File: src/hw/ut_params.svh
`ifndef UT_PARAMS_SVH
`define UT_PARAMS_SVH
`define UT_A_CTRL1 3'h0
`define UT_A_CTRL2 3'h1
`define UT_A_STATUS 3'h2
`define UT_A_DATA 3'h3
`define UT_A_BAUD_DIVIDER_LOW 3'h4
`define UT_A_BAUD_DIVIDER_HIGH 3'h5
`define UT_A_FMC 3'h6
`define UT_BREAK_BITS 5'h0d
`define UT_CTRL1_RST 8'h00
`define UT_CTRL2_RST 8'h00
`endif

File: src/hw/ut_pkg.sv
package ut_pkg;
  typedef enum logic [2:0] {
    UT_IDLE = 3'b000,
    UT_START = 3'b001,
    UT_DATA = 3'b010,
    UT_PAR = 3'b011,
    UT_STOP = 3'b100,
    UT_BRK = 3'b101
  } ut_state_t;

  typedef struct packed {
    logic [2:0] addr;
    logic [7:0] wdata;
    logic wr;
    logic rd;
  } ut_bus_t;

  typedef struct packed {
    logic master_en;
    logic word9;
    logic par_en;
    logic [1:0] par_type;
    logic stop2;
    logic ninth_bit;
    logic tx_en;
    logic rx_en;
    logic brk;
    logic tx_empty_irq_enable;
    logic [15:0] baud_divider;
    logic [2:0] frac;
    logic [7:0] ctrl2_rest;
    logic [2:0] fmc_rest;
    ut_state_t st;
    logic [9:0] shreg;
    logic [3:0] bitn;
    logic [15:0] cnt;
    logic [3:0] acc;
    logic buf_full;
    logic [8:0] buf_data;
    logic tx_buffer_empty_flag;
    logic tx_idle_flag;
    logic stat_seen;
    logic [16:0] brk_hold;
    logic brk_arm;
    logic [4:0] brk_cnt;
    logic tx_pin;
    logic tx_oe_n;
    logic irq;
    logic [7:0] rdata;
  } ut_state_s_t;
endpackage : ut_pkg

File: src/hw/ut_tx.sv
`timescale 1ns/1ps
`include "ut_params.svh"
module ut_tx
  import ut_pkg::*;
(
  input wire logic i_ref_clk,
  input wire logic i_rst,
  input wire logic [2:0] i_addr,
  input wire logic [7:0] i_wdata,
  input wire logic i_wr,
  input wire logic i_rd,
  output logic [7:0] o_rdata,
  output logic o_tx_pin,
  output logic o_tx_oe_n,
  output logic o_tx_irq
);
  ut_state_s_t s_r, s_nxt;
  logic tick;
  logic [3:0] acc_sum;
  logic [8:0] word;

  // Parity over the data slots actually sent
  function automatic logic par_bit(input logic [1:0] t, input logic [8:0] d, input logic w9);
    logic x;
    // In the 8-bit word with parity the top slot is parity, so bit 7 is not sent
    x = w9 ? ^d[7:0] : ^d[6:0];
    unique case (t)
      2'b00: par_bit = x;
      2'b01: par_bit = ~x;
      2'b10: par_bit = 1'b1;
      2'b11: par_bit = 1'b0;
    endcase
  endfunction : par_bit

  // Fractional stretch: carry into bit 3 adds one clock to the bit
  assign acc_sum = {1'b0, s_r.acc[2:0]} + {1'b0, s_r.frac};
  assign tick = (s_r.cnt == 16'h0000);

  always_comb begin
    s_nxt = s_r;
    word = 9'h000;
    // Register reads
    s_nxt.rdata = 8'h00;
    if (i_rd) begin
      unique case (i_addr)
        `UT_A_CTRL1: s_nxt.rdata = {s_r.master_en, s_r.word9, s_r.par_en, s_r.par_type,
                                    s_r.stop2, 1'b0, s_r.ninth_bit};
        `UT_A_CTRL2: s_nxt.rdata = {s_r.tx_en, s_r.rx_en, s_r.tx_empty_irq_enable, s_r.brk, s_r.ctrl2_rest[3:0]};
        `UT_A_STATUS: s_nxt.rdata = {4'h0, 1'b1, s_r.tx_idle_flag, s_r.tx_buffer_empty_flag, 1'b0};
        `UT_A_BAUD_DIVIDER_LOW: s_nxt.rdata = s_r.baud_divider[7:0];
        `UT_A_BAUD_DIVIDER_HIGH: s_nxt.rdata = s_r.baud_divider[15:8];
        `UT_A_FMC: s_nxt.rdata = {2'b00, s_r.frac, s_r.fmc_rest};
        default: s_nxt.rdata = 8'h00;
      endcase
      if (i_addr == `UT_A_STATUS) s_nxt.stat_seen = 1'b1;
    end
    // Register writes; settings survive disable
    if (i_wr) begin
      unique case (i_addr)
        `UT_A_CTRL1: begin
          {s_nxt.master_en, s_nxt.word9, s_nxt.par_en, s_nxt.par_type, s_nxt.stop2} = i_wdata[7:2];
          s_nxt.ninth_bit = i_wdata[0];
        end
        `UT_A_CTRL2: begin
          {s_nxt.tx_en, s_nxt.rx_en, s_nxt.tx_empty_irq_enable, s_nxt.brk} = i_wdata[7:4];
          s_nxt.ctrl2_rest[3:0] = i_wdata[3:0];
        end
        `UT_A_BAUD_DIVIDER_LOW: s_nxt.baud_divider[7:0] = i_wdata;
        `UT_A_BAUD_DIVIDER_HIGH: s_nxt.baud_divider[15:8] = i_wdata;
        `UT_A_FMC: {s_nxt.frac, s_nxt.fmc_rest} = i_wdata[5:0];
        default: ;
      endcase
    end
    // Data write only accepted while buffer empty flag is high
    if (i_wr && i_addr == `UT_A_DATA && s_r.tx_buffer_empty_flag && s_r.master_en) begin
      word = {s_r.word9 ? s_r.ninth_bit : 1'b0, i_wdata};
      if (s_r.stat_seen) s_nxt.tx_idle_flag = 1'b0;
      s_nxt.stat_seen = 1'b0;
      s_nxt.buf_data = word;
      s_nxt.buf_full = 1'b1;
      s_nxt.tx_buffer_empty_flag = 1'b0;
    end
    // Baud counter reloads at each bit boundary
    if (s_r.st != UT_IDLE) begin
      if (tick) begin
        s_nxt.acc = {1'b0, acc_sum[2:0]};
        s_nxt.cnt = s_r.baud_divider - 16'h0001 + {15'h0000, acc_sum[3]};
      end else begin
        s_nxt.cnt = s_r.cnt - 16'h0001;
      end
    end
    // Break arming: hold longer than BAUD_DIVIDER+1 clocks while idle
    if (s_r.brk && s_r.tx_idle_flag) begin
      if (s_r.brk_hold > {1'b0, s_r.baud_divider}) s_nxt.brk_arm = 1'b1;
      else s_nxt.brk_hold = s_r.brk_hold + 17'h00001;
    end else begin
      s_nxt.brk_hold = 17'h00000;
    end
    // Transmit sequencer, LSB first
    unique case (s_r.st)
      UT_IDLE: begin
        s_nxt.tx_pin = 1'b1;
        if (s_r.tx_en && s_r.master_en) begin
          if (s_r.brk_arm && s_r.brk) begin
            s_nxt.st = UT_START;
            s_nxt.brk_cnt = 5'h00;
            s_nxt.tx_pin = 1'b0;
            s_nxt.cnt = s_r.baud_divider - 16'h0001;
            s_nxt.acc = {1'b0, s_r.frac};
            s_nxt.shreg = 10'h000;
            s_nxt.bitn = 4'hf; // Marks break frame
          end else if (s_r.buf_full) begin
            s_nxt.shreg = {1'b0, s_r.buf_data};
            s_nxt.buf_full = 1'b0;
            s_nxt.tx_buffer_empty_flag = 1'b1;
            s_nxt.st = UT_START;
            s_nxt.tx_pin = 1'b0;
            s_nxt.cnt = s_r.baud_divider - 16'h0001;
            s_nxt.acc = {1'b0, s_r.frac}; // Start bit takes the first addition
            s_nxt.bitn = 4'h0;
          end
        end
      end
      UT_START: if (tick) begin
        if (s_r.bitn == 4'hf) begin
          s_nxt.st = UT_BRK;
          s_nxt.tx_pin = 1'b0;
        end else begin
          s_nxt.st = UT_DATA;
          s_nxt.tx_pin = s_r.shreg[0];
          s_nxt.shreg = {1'b0, s_r.shreg[9:1]};
          s_nxt.bitn = 4'h1;
          s_nxt.shreg[9] = par_bit(s_r.par_type, s_r.shreg[8:0], s_r.word9);
        end
      end
      UT_DATA: if (tick) begin
        // Parity takes the last data slot of the word
        if (s_r.bitn == ((s_r.word9 ? 4'h9 : 4'h8) - {3'h0, s_r.par_en})) begin
          if (s_r.par_en) begin
            s_nxt.st = UT_PAR;
            s_nxt.tx_pin = s_r.shreg[9];
          end else begin
            s_nxt.st = UT_STOP;
            s_nxt.tx_pin = 1'b1;
            s_nxt.bitn = 4'h0;
          end
        end else begin
          s_nxt.tx_pin = s_r.shreg[0];
          s_nxt.shreg = {1'b0, s_r.shreg[9:1]};
          s_nxt.shreg[9] = s_r.shreg[9];
          s_nxt.bitn = s_r.bitn + 4'h1;
        end
      end
      UT_PAR: if (tick) begin
        s_nxt.st = UT_STOP;
        s_nxt.tx_pin = 1'b1;
        s_nxt.bitn = 4'h0;
      end
      UT_BRK: if (tick) begin
        if (s_r.brk_cnt == `UT_BREAK_BITS - 5'h01) begin
          s_nxt.brk_cnt = 5'h00;
          if (!s_r.brk) begin
            s_nxt.st = UT_STOP;
            s_nxt.tx_pin = 1'b1;
            s_nxt.bitn = 4'h0;
          end
        end else begin
          s_nxt.brk_cnt = s_r.brk_cnt + 5'h01;
        end
      end
      UT_STOP: if (tick) begin
        if (s_r.stop2 && s_r.bitn == 4'h0) begin
          s_nxt.bitn = 4'h1;
        end else begin
          s_nxt.st = UT_IDLE;
          s_nxt.tx_idle_flag = 1'b1;
          s_nxt.brk_arm = 1'b0;
        end
      end
      default: s_nxt.st = UT_IDLE;
    endcase
    // Transmit enable drop aborts the frame at once
    if (!s_r.tx_en && s_r.st != UT_IDLE) begin
      s_nxt.st = UT_IDLE;
      s_nxt.tx_pin = 1'b1;
      s_nxt.tx_idle_flag = 1'b1;
    end
    // Master disable: abort, flush buffer, reset flags
    if (!s_r.master_en) begin
      s_nxt.st = UT_IDLE;
      s_nxt.buf_full = 1'b0;
      s_nxt.tx_en = 1'b0;
      s_nxt.rx_en = 1'b0;
      s_nxt.brk = 1'b0;
      s_nxt.brk_arm = 1'b0;
      s_nxt.tx_buffer_empty_flag = 1'b1;
      s_nxt.tx_idle_flag = 1'b1;
      s_nxt.tx_pin = 1'b1;
    end
    // Pin released to shared use unless enabled
    s_nxt.tx_oe_n = ~(s_nxt.master_en & s_nxt.tx_en);
    // Break frames never raise the interrupt
    s_nxt.irq = s_nxt.tx_buffer_empty_flag & s_nxt.tx_empty_irq_enable & (s_nxt.st != UT_BRK) & ~s_nxt.brk_arm;
  end

  // Reset values give 8, N, 1 and idle high line
  always_ff @(posedge i_ref_clk or posedge i_rst) begin
    if (i_rst) begin
      s_r <= '0;
      s_r.tx_buffer_empty_flag <= 1'b1;
      s_r.tx_idle_flag <= 1'b1;
      s_r.tx_pin <= 1'b1;
      s_r.tx_oe_n <= 1'b1;
    end else begin
      s_r <= s_nxt;
    end
  end

  assign o_rdata = s_r.rdata;
  assign o_tx_pin = s_r.tx_pin;
  assign o_tx_oe_n = s_r.tx_oe_n;
  assign o_tx_irq = s_r.irq;
endmodule : ut_tx

File: config.mk
export PLATFORM = sky130hd
export DESIGN_NAME = ut_tx
export DESIGN_NICKNAME = d
export VERILOG_FILES = /design/src/hw/ut_pkg.sv /design/src/hw/ut_tx.sv
export VERILOG_INCLUDE_DIRS = /design/src /design/src/hw
export SDC_FILE = /design/constraint.sdc
export NUM_CORES = 1
export LEC_CHECK = 0
export BUFFER_PORTS_ARGS = -buffer_cell sky130_fd_sc_hd__buf_2
export CAP_MARGIN = 20
export CORE_MARGIN = 3
export CORE_UTILIZATION = 65
export DETAILED_ROUTE_END_ITERATION = 10
export PLACE_DENSITY_LB_ADDON = 0.2
export SYNTH_ARGS = -nofsm -noshare
export SYNTH_HDL_FRONTEND = slang
export SYNTH_SLANG_ARGS = --single-unit
File: constraint.sdc
create_clock -name i_ref_clk -period 5.8 [get_ports i_ref_clk]
set_input_delay 0.29 -clock i_ref_clk [delete_from_list [all_inputs] [get_ports i_ref_clk]]
set_output_delay 0.29 -clock i_ref_clk [all_outputs]
set_load 0.005 [all_outputs]
# Word-level counts from Yosys, hierarchy flattened
# Index checks and enable logic that the tools add are counted.
op_classes:
  add_sub_neg: 8
  n_lt_le_gt_ge: 1
  eq_ne: 42
  muxes: 87
  bitwise: 8
  n_reduce_logical: 35
op_table:
  columns: ["operator", "count"]
  rows:
  - ["$mux W38", 2]
  - ["$mux W17", 4]
  - ["$pmux W8 S6", 1]
  - ["$mux W4", 10]
  - ["$mux W3", 13]
  - ["$mux W37", 1]
  - ["$mux W1", 34]
  - ["$sub A16 B1 Y16 const B", 2]
  - ["$mux W30", 1]
  - ["$pmux W10 S3", 1]
  - ["$ne A2 B2 Y1 const B", 14]
  - ["$mux W8", 3]
  - ["$ne A4 B4 Y1 const B", 6]
  - ["$pmux W4 S6", 1]
  - ["$mux W21", 1]
  - ["$mux W20", 1]
  - ["$pmux W3 S6", 1]
  - ["$add A17 B1 Y17 const B", 1]
  - ["$gt A17 B16 Y1", 1]
  - ["$add A16 B1 Y16", 1]
  - ["$logic_not A16 Y1", 1]
  - ["$mux W16", 1]
  - ["$eq A3 B3 Y1 const B", 5]
  - ["$mux W14", 1]
  - ["40 further kinds", 74]
totals:
  ff_bits: 121
  in_bits: 15
  out_inout_bits: 11
  word_cells: 214

# Depth between registers and ports, before layout
# Gate-level depths: netlist of the first run.
logic_depth:
  depth_word: 14
  ltp_mapped: 11
  depth_no_buf: 10

# Worst setup path before layout of the first run
# OpenSTA, ideal clock, no wires.
synth_timing:
  path_type: "register -> register"
  start: "reg s_r[104] in the netlist's numbering"
  end: "reg s_r[25] in the netlist's numbering"
  setup_ps: 132
  arrival_ps: 2454
  required_ps: 5668
  setup_slack_ps: 3214
  stages_incl_launch_ff: 12
  path_buffers: 2
  period_less_slack_ps: 2586
  cell_sequence: "dfrtp_1 clkbuf_1 inv_1 ha_1 a21oi_1 o21ai_0 a2111oi_0 a32oi_2 buf_6 nor3_1 xnor2_1 nor2_1"
synth_via:
  elab_chain_len: 2
synth_rtl:
  columns: ["element", "line_no", "text"]
  rows:
  - ["from (decl)", "ut_tx.sv:17", "ut_state_s_t s_r, s_nxt;"]
  - ["from (signal assigned)", "ut_tx.sv:215", "s_r <= s_nxt;"]
  - ["$gt A17 B16 Y1", "ut_tx.sv:94", "if (s_r.brk_hold > {1'b0, s_r.baud_divider}) s_nxt.brk_arm = 1'b1;"]
  - ["$ne A2 B2 Y1 (no line)", null, null]
# Every way passes these cells.
# A chain may end at the register's enable or synchronous reset.

# Worst setup path in the final report of the first run
layout_timing:
  start: "reg s_r[107] in the netlist's numbering"
  end: "reg s_r[33] in the netlist's numbering"
# Same word-level chain as after synthesis.

==> results.json, run 1 <==
{
  "status": "complete, no violations",
  "vias_per_cell": 6.57,
  "cts_root_buffer": "clkbuf_16",
  "highest_layer": "met4",
  "grt_max_degree": 73,
  "fp.coreArea_um2": 11500,
  "avgSynthCellArea_um2": 9.05,
  "max-vdd-ir-drop_mv": 0.357,
  "first_iter_violations": 692,
  "setup_viol": 0,
  "wl_met2_um": 9420,
  "hpwlAfterDp_um": 14600,
  "cts-buffers-inserted": 17,
  "final-max-slew-violation-count": 0,
  "antenna_found_initial": 0,
  "avgRoutedWirePerCell_um": 20.2,
  "seqCellArea_um2": 3010,
  "powerDensity_nw_per_um2": 343,
  "synth_area_um2": 7670,
  "hold_viol_final": 0,
  "synth.distinct_cells": 80,
  "rows": 39,
  "drv_cap": 0,
  "vias": 6651,
  "htree_levels": 4,
  "area_growth_pct": 9.81,
  "layout_commonest_cell": "dfrtp_1",
  "synth_compound_gate_area_share": 0.171,
  "grt_pass1_vias": 6312,
  "ff2ff_path_depth": 9,
  "synth-main-ff-cell": "dfrtp_1",
  "synth_edf_count": 0,
  "routabilityCongestion": 0.944,
  "grt_overflow_total": 0,
  "dieHeight_um": 115,
  "synthCells": 847,
  "wl_met1_um": 9060,
  "port_buffers": 25,
  "cts.repair.resized": 0,
  "synthXorXnorAreaFrac": 0.0638,
  "tns_ns": 0,
  "synth_nets": 892,
  "grt_use_total": 0.326,
  "ant_nets": 0,
  "end_kind": "flip-flop",
  "criticalPathCategory": "flip-flop to flip-flop",
  "cts.sinks": 120,
  "wl_met3_um": 1600,
  "synth_mux_area_frac": 0.0741,
  "required_ns": 6.08,
  "start_util": 0.669,
  "postCtsSetupBuffers": 0,
  "multi_input_area_um2": 4290,
  "remaining_drc_errors": 0,
  "final.period_utilization": 0.571,
  "die_w_um": 115,
  "fmax_ghz": 0.302,
  "clkSlewWorstSetupHoldPaths_ns": 0.06,
  "p_leak_nw": 3.58,
  "cp.arrival_ns": 3.60,
  "critPathMaxFanout": 19,
  "ys_seq_area_frac": 0.392,
  "ios": 26,
  "filler_cell_count": 867,
  "fin_nets": 901,
  "synthSimpleGateAreaFrac": 0.201,
  "period_minus_slack_ns": 3.31,
  "hp-class": "input port to async pin",
  "num_antenna_cells": 0,
  "wl_um": 20400,
  "clockBufferDepth": 2,
  "fin_worst_skew_ns": 0.00797,
  "layout-drive-gt1-share": 0.140,
  "cts_tree": "yes",
  "synth_top_family_by_area": "simple AND/OR/NAND/NOR gates",
  "synth.ff_latch_count": 120,
  "drtPass1Iterations": 6,
  "die_area_um2": 13100,
  "final_util": 0.734,
  "maxSlewHeadroom": 0.287,
  "async_flop_share": 1.00,
  "grt_setup_unrepaired": "false",
  "grt_pass1_wl_um": 33200,
  "clkLatencyLatePin_ns": 0.43,
  "critPathLaunchType": "flip-flop",
  "cts_hold_buffers": 0,
  "yosysWarningCount": 0,
  "synth_fa_ha_area_frac": 0.0499,
  "tightest_slew_ns": 1.07,
  "layout_common_cells": "dfrtp_1 (116), nand2_1 (87), nor2_1 (81), o21ai_0 (65), a21oi_1 (46)"
}
[worst max-delay path, stage by stage, from the launching register on]
cell     delay [ns]
dfrtp_1        0.64
inv_1          0.11
ha_1           0.29
nand4_1        0.12
nor4_2         0.35
o21ai_0        0.18
a32oi_2        0.90
nor2_1         0.21
a41oi_1        0.30
nor2_1         0.07
[kinds of logic after synthesis]
kind of cell    count (synthesis)
compound gates                205
xor+xnor                       55
fa+ha+maj                      30
buf+inv                        82
flops                         120
mux                            49
simple gates                  306
[metal layers]
metal | global-route usage | vias up
met3 | 0.0925 | 35
met4 | 0.101 | 0
met1 | 0.461 | 3245
met5 | 0 | -
met2 | 0.488 | 311
li1 | - | 3060
[power breakdown]
| part | internal, W | switching (W) |
|---|---|---|
| Combinational | 0.000280 | 0.000425 |
| Sequential | 0.000938 | 0.000135 |
| Clock | 0.000711 | 0.000395 |
| Total | 0.00193 | 0.000955 |
[cells in the mapped netlist, types with 5 or more instances]
cell / instances / area (um2)
a211oi_1: 9 / 67.6
o21ai_0: 65 / 325
xor2_1: 10 / 87.6
nor3_1: 28 / 140
a221oi_1: 7 / 61.3
a22oi_1: 12 / 90.1
a31oi_1: 7 / 43.8
nand3_1: 21 / 105
xnor2_1: 44 / 385
buf_2: 7 / 35.0
nor2b_1: 15 / 93.8
or3_1: 6 / 37.5
a21oi_1: 46 / 230
clkbuf_1: 19 / 71.3
o211ai_1: 7 / 52.6
buf_4: 9 / 67.6
mux2i_1: 14 / 140
inv_1: 40 / 150
and3_1: 9 / 56.3
o31ai_1: 6 / 45.0
mux2_2: 32 / 360
nor2_1: 81 / 304
nor3b_1: 5 / 37.5
nand2_1: 87 / 327
nand2b_1: 7 / 43.8
ha_1: 29 / 363
dfrtp_1: 116 / 2900
nand4_1: 11 / 68.8
[state kept, by name, summed over array words and instances (netlist names)]
| register | count |
|---|---|
| o_tx_pin | 1 |
| o_tx_oe_n | 1 |
| o_rdata | 8 |
| o_tx_irq | 1 |
| s_r | 109 |
[area by class of cell]
| class | count | share of cell area |
|---|---|---|
| sequential | 120 | 0.357 |
| timing repair buffer | 32 | 0.0211 |
| inverter | 40 | 0.0181 |
| multi-input combinational | 645 | 0.509 |
| tap | 143 | 0.0212 |
| clock buffer | 22 | 0.0563 |
| clock inverter | 10 | 0.0168 |
[worst paths after layout]
path	start	endpoint	slack [ns]
worst max-delay path	s_r[107]	s_r[33]	2.49
worst min-delay path	i_rst	s_r[40]	0.06
worst max register to register	s_r[107]	s_r[33]	2.49
worst min register to register	s_r[15]	s_r[15]	0.48
max in group asynchronous	i_rst	s_r[61]	4.56
min in group i_ref_clk	i_rd	o_rdata[3]	0.15
[through the flow]
stage / instances / power (W) / area, um2 / hold WS (ns) / setup WS (ns)
3_3_place_gp: 978 / 0.00174 / 7790 / 0.455 / 2.77
3_5_place_dp: 978 / 0.00177 / 7790 / 0.469 / 2.57
5_1_grt: 1012 / 0.00301 / 8420 / 0.116 / 2.32
2_1_floorplan: 847 / 0.00158 / 7670 / 0.407 / 2.33
4_1_cts: 1010 / 0.00287 / 8410 / 0.0787 / 2.55
6_report: 1012 / 0.00289 / 8420 / 0.0596 / 2.49
No activity file was read; power rests on OpenSTA's default activity.
==> inputs of run 2 (changes only) <==
--- a/config.mk
+++ b/config.mk
@@ -6,10 +6,11 @@
 export SDC_FILE = /design/constraint.sdc
 export NUM_CORES = 1
 export LEC_CHECK = 0
+export ABC_AREA = 1
 export BUFFER_PORTS_ARGS = -buffer_cell sky130_fd_sc_hd__buf_2
 export CAP_MARGIN = 20
 export CORE_MARGIN = 3
-export CORE_UTILIZATION = 65
+export CORE_UTILIZATION = 63
 export DETAILED_ROUTE_END_ITERATION = 10
 export PLACE_DENSITY_LB_ADDON = 0.2
 export SYNTH_ARGS = -nofsm -noshare
==> constraint.sdc (replaced) <==
create_clock -name i_ref_clk -period 3.05 [get_ports i_ref_clk]
set_input_delay 0.1525 -clock i_ref_clk [delete_from_list [all_inputs] [get_ports i_ref_clk]]
set_output_delay 0.1525 -clock i_ref_clk [all_outputs]
set_load 0.005 [all_outputs]
==> run 2 against run 1 <==
  * Power rose by 65%
  * Wire length shrank 2.0%
  * Combinational power is 35% higher
  * Area after synthesis about the same
  * First-iteration DRC count shrank 1.6%
  * Design area up 0.94%
  * Clock skew up 0.00087 ns
  * Utilization down 0.55 points
  * Final cell count grew 20%
  * Global-route usage is 1.5 points lower
  * Worst setup slack lost 2.0 ns
  * Register-to-register slack got worse by 2.0 ns
  * Critical endpoint is now s_r[62]
  * Largest cell class unchanged
  * Largest power group unchanged
  * Highest routed layer unchanged
==> results.json, run 2 <==
{
  "layout-drive-gt1-share": 0.108,
  "ios": 26,
  "period_minus_slack_ns": 2.57,
  "end_kind": "flip-flop",
  "cp_top_family": "simple AND/OR/NAND/NOR gates",
  "cts_tree": "yes",
  "ant_nets": 0,
  "fmax_ghz": 0.390,
  "hp-class": "input port to flip-flop",
  "synth_top_area_share": 0.379,
  "synth_most_common_cell": "nand2_1",
  "synth_area_leaders": "dfrtp_1 (38%), nand2_1 (11%), inv_1 (6.8%)",
  "dieHeight_um": 116,
  "wl_um": 20000,
  "hpwlAfterDp_um": 14700,
  "design_area_um2": 8500,
  "avgRoutedWirePerCell_um": 16.5,
  "drv_cap": 0,
  "required_ns": 3.38,
  "path_cells": "inv_1 -> ha_1 -> nand3_2 -> xor2_1 -> nand3_1 -> nor2_2 -> nand2_2 -> nand2_1 -> nand3_1 -> a21oi_1",
  "reg2reg_setup_slack_ns": 0.48,
  "layout_common_cells": "nand2_1 (219), inv_1 (137), dfrtp_1 (116), nor2_1 (95), nand3_1 (84)",
  "remaining_drc_errors": 0,
  "synthCells": 1029,
  "critPathCapture": "s_r[62]",
  "ys_seq_area_frac": 0.392,
  "critPathMostFrequentCell": "nand3_1",
  "grt_max_degree": 50,
  "num_antenna_cells": 0,
  "path_depth": 10,
  "tns_ns": 0,
  "fin_worst_skew_ns": 0.00884,
  "layout_commonest_cell": "nand2_1",
  "port_buffers": 25,
  "synth.distinct_cells": 53,
  "max-vdd-ir-drop_mv": 0.518,
  "tightest_slew_ns": 0.764,
  "grt_pass1_wl_um": 32800,
  "cts.repair.resized": 0,
  "grt_pass1_vias": 6702,
  "worst-path-buf-inv": 1,
  "postPlaceCellArea_um2": 7890,
  "powerDensity_nw_per_um2": 561,
  "synth_nets": 1074,
  "hold_viol_final": 0,
  "synth-main-ff-cell": "dfrtp_1",
  "p_leak_nw": 4.23,
  "crit_start": "s_r[98]",
  "cts_root_buffer": "clkbuf_16",
  "critPathMaxFanout": 7,
  "yosysWarningCount": 0,
  "fin_nets": 1102,
  "final_util": 0.729,
  "largest_reg_flops": 109,
  "synth_edf_count": 0,
  "area_growth_pct": 10.9,
  "synth_commonest_cells": "nand2_1 (219), inv_1 (138), dfrtp_1 (116)",
  "timing.final.ws_setup_ns": 0.484,
  "drtPass1Iterations": 5,
  "clockBufferDepth": 2,
  "routabilityCongestion": 0.990,
  "grt_setup_unrepaired": "false",
  "setup_viol": 0,
  "rr_endpoint": "s_r[62]",
  "vias": 7154,
  "maxSlewHeadroom": 0.489,
  "yosys.area.top_type": "dfrtp_1",
  "critPathLaunchType": "flip-flop",
  "synth.ff_latch_count": 120,
  "criticalPathCategory": "flip-flop to flip-flop",
  "vias_per_cell": 5.90,
  "avgSynthCellArea_um2": 7.45,
  "cpMaxStageDelayCell": "xor2_1",
  "start_util": 0.657,
  "status": "complete, no violations",
  "die_area_um2": 13500,
  "final-max-slew-violation-count": 0,
  "async_flop_share": 1.00,
  "antenna_found_initial": 0,
  "die_w_um": 116,
  "clkLatencyLatePin_ns": 0.42,
  "clkSlewWorstSetupHoldPaths_ns": 0.05,
  "rows": 39,
  "synth_area_um2": 7670,
  "cp.arrival_ns": 2.89,
  "ff2ff_path_depth": 10,
  "worstReg2RegStart": "s_r[98]",
  "htree_levels": 4,
  "cts.sinks": 120,
  "cts-buffers-inserted": 17,
  "place_ws_ns": 0.596,
  "grt_use_total": 0.311,
  "first_iter_violations": 681,
  "top_register": "s_r",
  "final.period_utilization": 0.841,
  "slowest_delay_ns": 0.46,
  "fp.coreArea_um2": 11700,
  "grt_overflow_total": 0
}
## run 2: cell types whose count changed after synthesis, moves of 15 or more
cell     previous run  this run
xnor2_1            44         7
nor3_1             28        10
mux2_2             32         0
nand3_1            21        84
nor2b_1            15         0
o21ai_0            65        82
inv_1              40       138
nand2_1            87       219
## run 2: area by class of cell
class	instances	area [um2]
clock buffers	20	437
clock inverters	12	131
fillers	907	3160
inverters	149	564
multi-input cells	732	3940
flip-flops and latches	120	3010
well taps	143	179
repair buffers	37	238
## run 2: what timing repair did
action                                 in CTS  in global routing
setup buffers                               0                  0
endpoints found under the hold margin      32                  0
hold buffers                                4                  0
## run 2: how the worst min path moves through the flow
stage	endpoint	slack, ns	startpoint	depth (start not counted)
2_1_floorplan	s_r[87]	0.27	i_wdata[0]	2
6_report	s_r[34]	0.006	i_rd	3
4_1_cts	s_r[34]	0.002	i_rd	3
3_5_place_dp	s_r[60]	0.31	i_rst	2
5_1_grt	s_r[34]	0.04	i_rd	3
3_3_place_gp	s_r[60]	0.31	i_rst	2
## run 2: per-stage QoR
| stage | hold WS, ns | total power (W) | std cells |
|---|---|---|---|
| final | 0.00567 | 0.00477 | 1213 |
| after global routing | 0.0355 | 0.00499 | 1213 |
| after CTS | 0.00159 | 0.00476 | 1213 |
| after detailed placement | 0.314 | 0.00282 | 1177 |
| after global placement | 0.305 | 0.00280 | 1177 |
| after floorplan | 0.273 | 0.00254 | 1029 |
## run 2: tightest hold or removal path, stage by stage
cell and delay, ns:
buf_2 0.10, nand2_1 0.05, a21boi_0 0.07
## run 2: report_power, final
| part | internal (W) | switching, W |
|---|---|---|
| registers | 0.00174 | 0.000149 |
| clock network | 0.00120 | 0.000731 |
| logic | 0.000296 | 0.000660 |
| total | 0.00323 | 0.00154 |
## run 2: kinds of logic (layout without fill, tap and decap cells)
logic type,after synthesis,in the layout,synth area share
compound gates,203,203,0.155
xor+xnor,26,26,0.0307
fa+ha+maj,30,30,0.0499
buf+inv,177,218,0.0935
flops,120,120,0.392
simple gates,473,473,0.278
## run 2: per-layer routing
metal / routed length, um / vias up / global-route usage
met1: 9040 / 3365 / 0.443
met2: 8990 / 279 / 0.463
met4: 448 / 0 / 0.105
met3: 1510 / 40 / 0.0845
li1: - / 3470 / -
met5: 0 / - / 0
==> inputs of run 3 (changes only) <==
--- a/config.mk
+++ b/config.mk
@@ -6,11 +6,11 @@
 export SDC_FILE = /design/constraint.sdc
 export NUM_CORES = 1
 export LEC_CHECK = 0
-export ABC_AREA = 1
+export ABC_AREA = 0
 export BUFFER_PORTS_ARGS = -buffer_cell sky130_fd_sc_hd__buf_2
 export CAP_MARGIN = 20
 export CORE_MARGIN = 3
-export CORE_UTILIZATION = 63
+export CORE_UTILIZATION = 57
 export DETAILED_ROUTE_END_ITERATION = 10
 export PLACE_DENSITY_LB_ADDON = 0.2
 export SYNTH_ARGS = -nofsm -noshare
==> constraint.sdc (replaced) <==
create_clock -name i_ref_clk -period 2.3 [get_ports i_ref_clk]
set_input_delay 0.115 -clock i_ref_clk [delete_from_list [all_inputs] [get_ports i_ref_clk]]
set_output_delay 0.115 -clock i_ref_clk [all_outputs]
set_load 0.005 [all_outputs]
==> run 3 against run 2 <==
  * The run now ends with negative setup slack left
  * First-iteration DRC count up 38%
  * Flip-flop and latch count is the same
  * Global-route usage is 0.50 points lower
  * Combinational power rose to 2.7 times the previous value
  * Clock power up 25%
  * Maximum frequency increased by 7.7%
  * Final cell count decreased by 4.8%
  * Clock skew is 0.0031 ns higher
  * Worst setup slack lost 0.57 ns
  * Design area grew 13%
  * Critical path type unchanged
  * Largest power group is now registers
==> results.json, run 3 (synthesized netlist as in run 1, its figures left out) <==
{
  "first_iter_violations": 943,
  "reg2reg_setup_slack_ns": -0.08,
  "hpwlAfterDp_um": 15300,
  "cts-buffers-inserted": 17,
  "fmax_ghz": 0.420,
  "clockBufferDepth": 2,
  "place_ws_ns": -0.100,
  "critPathMaxFanout": 8,
  "vias_per_cell": 6.22,
  "cp.arrival_ns": 2.65,
  "ant_nets": 0,
  "cts_tree": "yes",
  "dieHeight_um": 122,
  "htree_levels": 4,
  "worstHoldStart": "i_wdata[2]",
  "ff2ff_path_depth": 10,
  "area_growth_pct": 25.6,
  "max-vdd-ir-drop_mv": 0.661,
  "status": "finished, violations left",
  "grt_max_degree": 121,
  "drv_cap": 0,
  "ios": 26,
  "start_util": 0.596,
  "violations": "negative setup slack",
  "rr_endpoint": "s_r[25]",
  "setup_viol": 19,
  "layoutNonFillerInstCount": 1155,
  "layout_common_cells": "dfrtp_1 (114), buf_4 (114), nand2_1 (86), nor2_1 (78), o21ai_0 (58)",
  "hold_viol_final": 0,
  "vias": 7188,
  "fin_nets": 1015,
  "period_minus_slack_ns": 2.38,
  "grt_setup_unrepaired": "true",
  "layout-drive-gt1-share": 0.299,
  "grt_overflow_total": 0,
  "worstReg2RegStart": "s_r[113]",
  "timing.final.ws_setup_ns": -0.0835,
  "routabilityCongestion": 0.914,
  "required_ns": 2.56,
  "tightest_slew_ns": 0.704,
  "critPathLaunchType": "flip-flop",
  "drtPass1Iterations": 6,
  "p_leak_nw": 4.14,
  "fp.coreArea_um2": 12900,
  "powerDensity_nw_per_um2": 784,
  "maxSlewHeadroom": 0.530,
  "end_kind": "flip-flop",
  "grt_pass1_vias": 6992,
  "seqCellArea_um2": 3010,
  "die_area_um2": 14900,
  "final-max-slew-violation-count": 0,
  "grt_use_total": 0.306,
  "clkSlewWorstSetupHoldPaths_ns": 0.06,
  "remaining_drc_errors": 0,
  "hp-class": "input port to flip-flop",
  "placed_cells": 1103,
  "rows": 41,
  "filler_cell_count": 906,
  "antenna_found_initial": 0,
  "grt_pass1_wl_um": 35900,
  "clkLatencyLatePin_ns": 0.42,
  "port_buffers": 25,
  "avgRoutedWirePerCell_um": 19.4,
  "tns_ns": -0.988,
  "crit_start": "s_r[113]",
  "fin_worst_skew_ns": 0.0119,
  "num_antenna_cells": 0,
  "top_register": "s_r",
  "multi_input_area_um2": 4660,
  "largest_reg_flops": 109,
  "wl_um": 22400,
  "hold_depth": 3,
  "hold_end": "s_r[100]",
  "holdWs_ns": 0.00753,
  "criticalPathCategory": "flip-flop to flip-flop",
  "final.period_utilization": 1.04,
  "cts_root_buffer": "clkbuf_16",
  "die_w_um": 122,
  "cts.sinks": 120
}
==> run 3: how the worst max path moves through the flow <==
stage	end	slack [ns]
floorplan	s_r[25]	-0.01
global placement	s_r[73]	-0.02
detailed placement	s_r[58]	-0.10
CTS	s_r[24]	-0.05
global route	s_r[30]	-0.20
finish	s_r[25]	-0.08
==> run 3: cell type report <==
type	count	share of cell area
clock buffer	19	0.0450
clock inverter	13	0.0100
inverter	40	0.0160
multi-input combinational	645	0.484
sequential	120	0.313
tap	172	0.0223
timing repair buffer	146	0.110
==> run 3: layer usage <==
metal | vias to the layer above | track usage | share of wire
li1 | 3294 | - | -
met1 | 3473 | 0.419 | 0.43
met2 | 360 | 0.485 | 0.47
met3 | 61 | 0.0585 | 0.073
met4 | 0 | 0.116 | 0.026
met5 | - | 0 | 0
==> run 3: worst max-delay path, cell delays in order, from the launching register on <==
cell and delay (ns):
dfrtp_1 0.38, inv_2 0.05, ha_1 0.29, nand4b_1 0.15, nor4_2 0.37, o21ai_2 0.13, a32oi_4 0.36, buf_6 0.22
nor3_2 0.07, xnor2_1 0.15, nor2_1 0.06
==> run 3: report_power, final <==
| group | switching (W) | total [W] | internal, W | leakage [nW] |
|---|---|---|---|---|
| logic | 0.00141 | 0.00255 | 0.00114 | 2.33 |
| clock network | 0.00103 | 0.00241 | 0.00138 | 0.247 |
| registers | 0.000222 | 0.00259 | 0.00237 | 1.57 |
==> run 3: through the flow <==
step,total power (W),utilization,area [um2]
finish,0.00755,0.748,9630
global route,0.00789,0.748,9630
CTS,0.00734,0.727,9360
detailed placement,0.00486,0.666,8570
global placement,0.00479,0.666,8570
floorplan,0.00400,-,7690
==> run 3: repair_timing <==
item,4_1_cts,5_1_grt
pin swaps,22,15
setup buffers,6,11
endpoints found under the hold margin,117,0
resized for setup,40,38
hold buffers,2,0
gates cloned,0,1
setup endpoints to repair,31,39
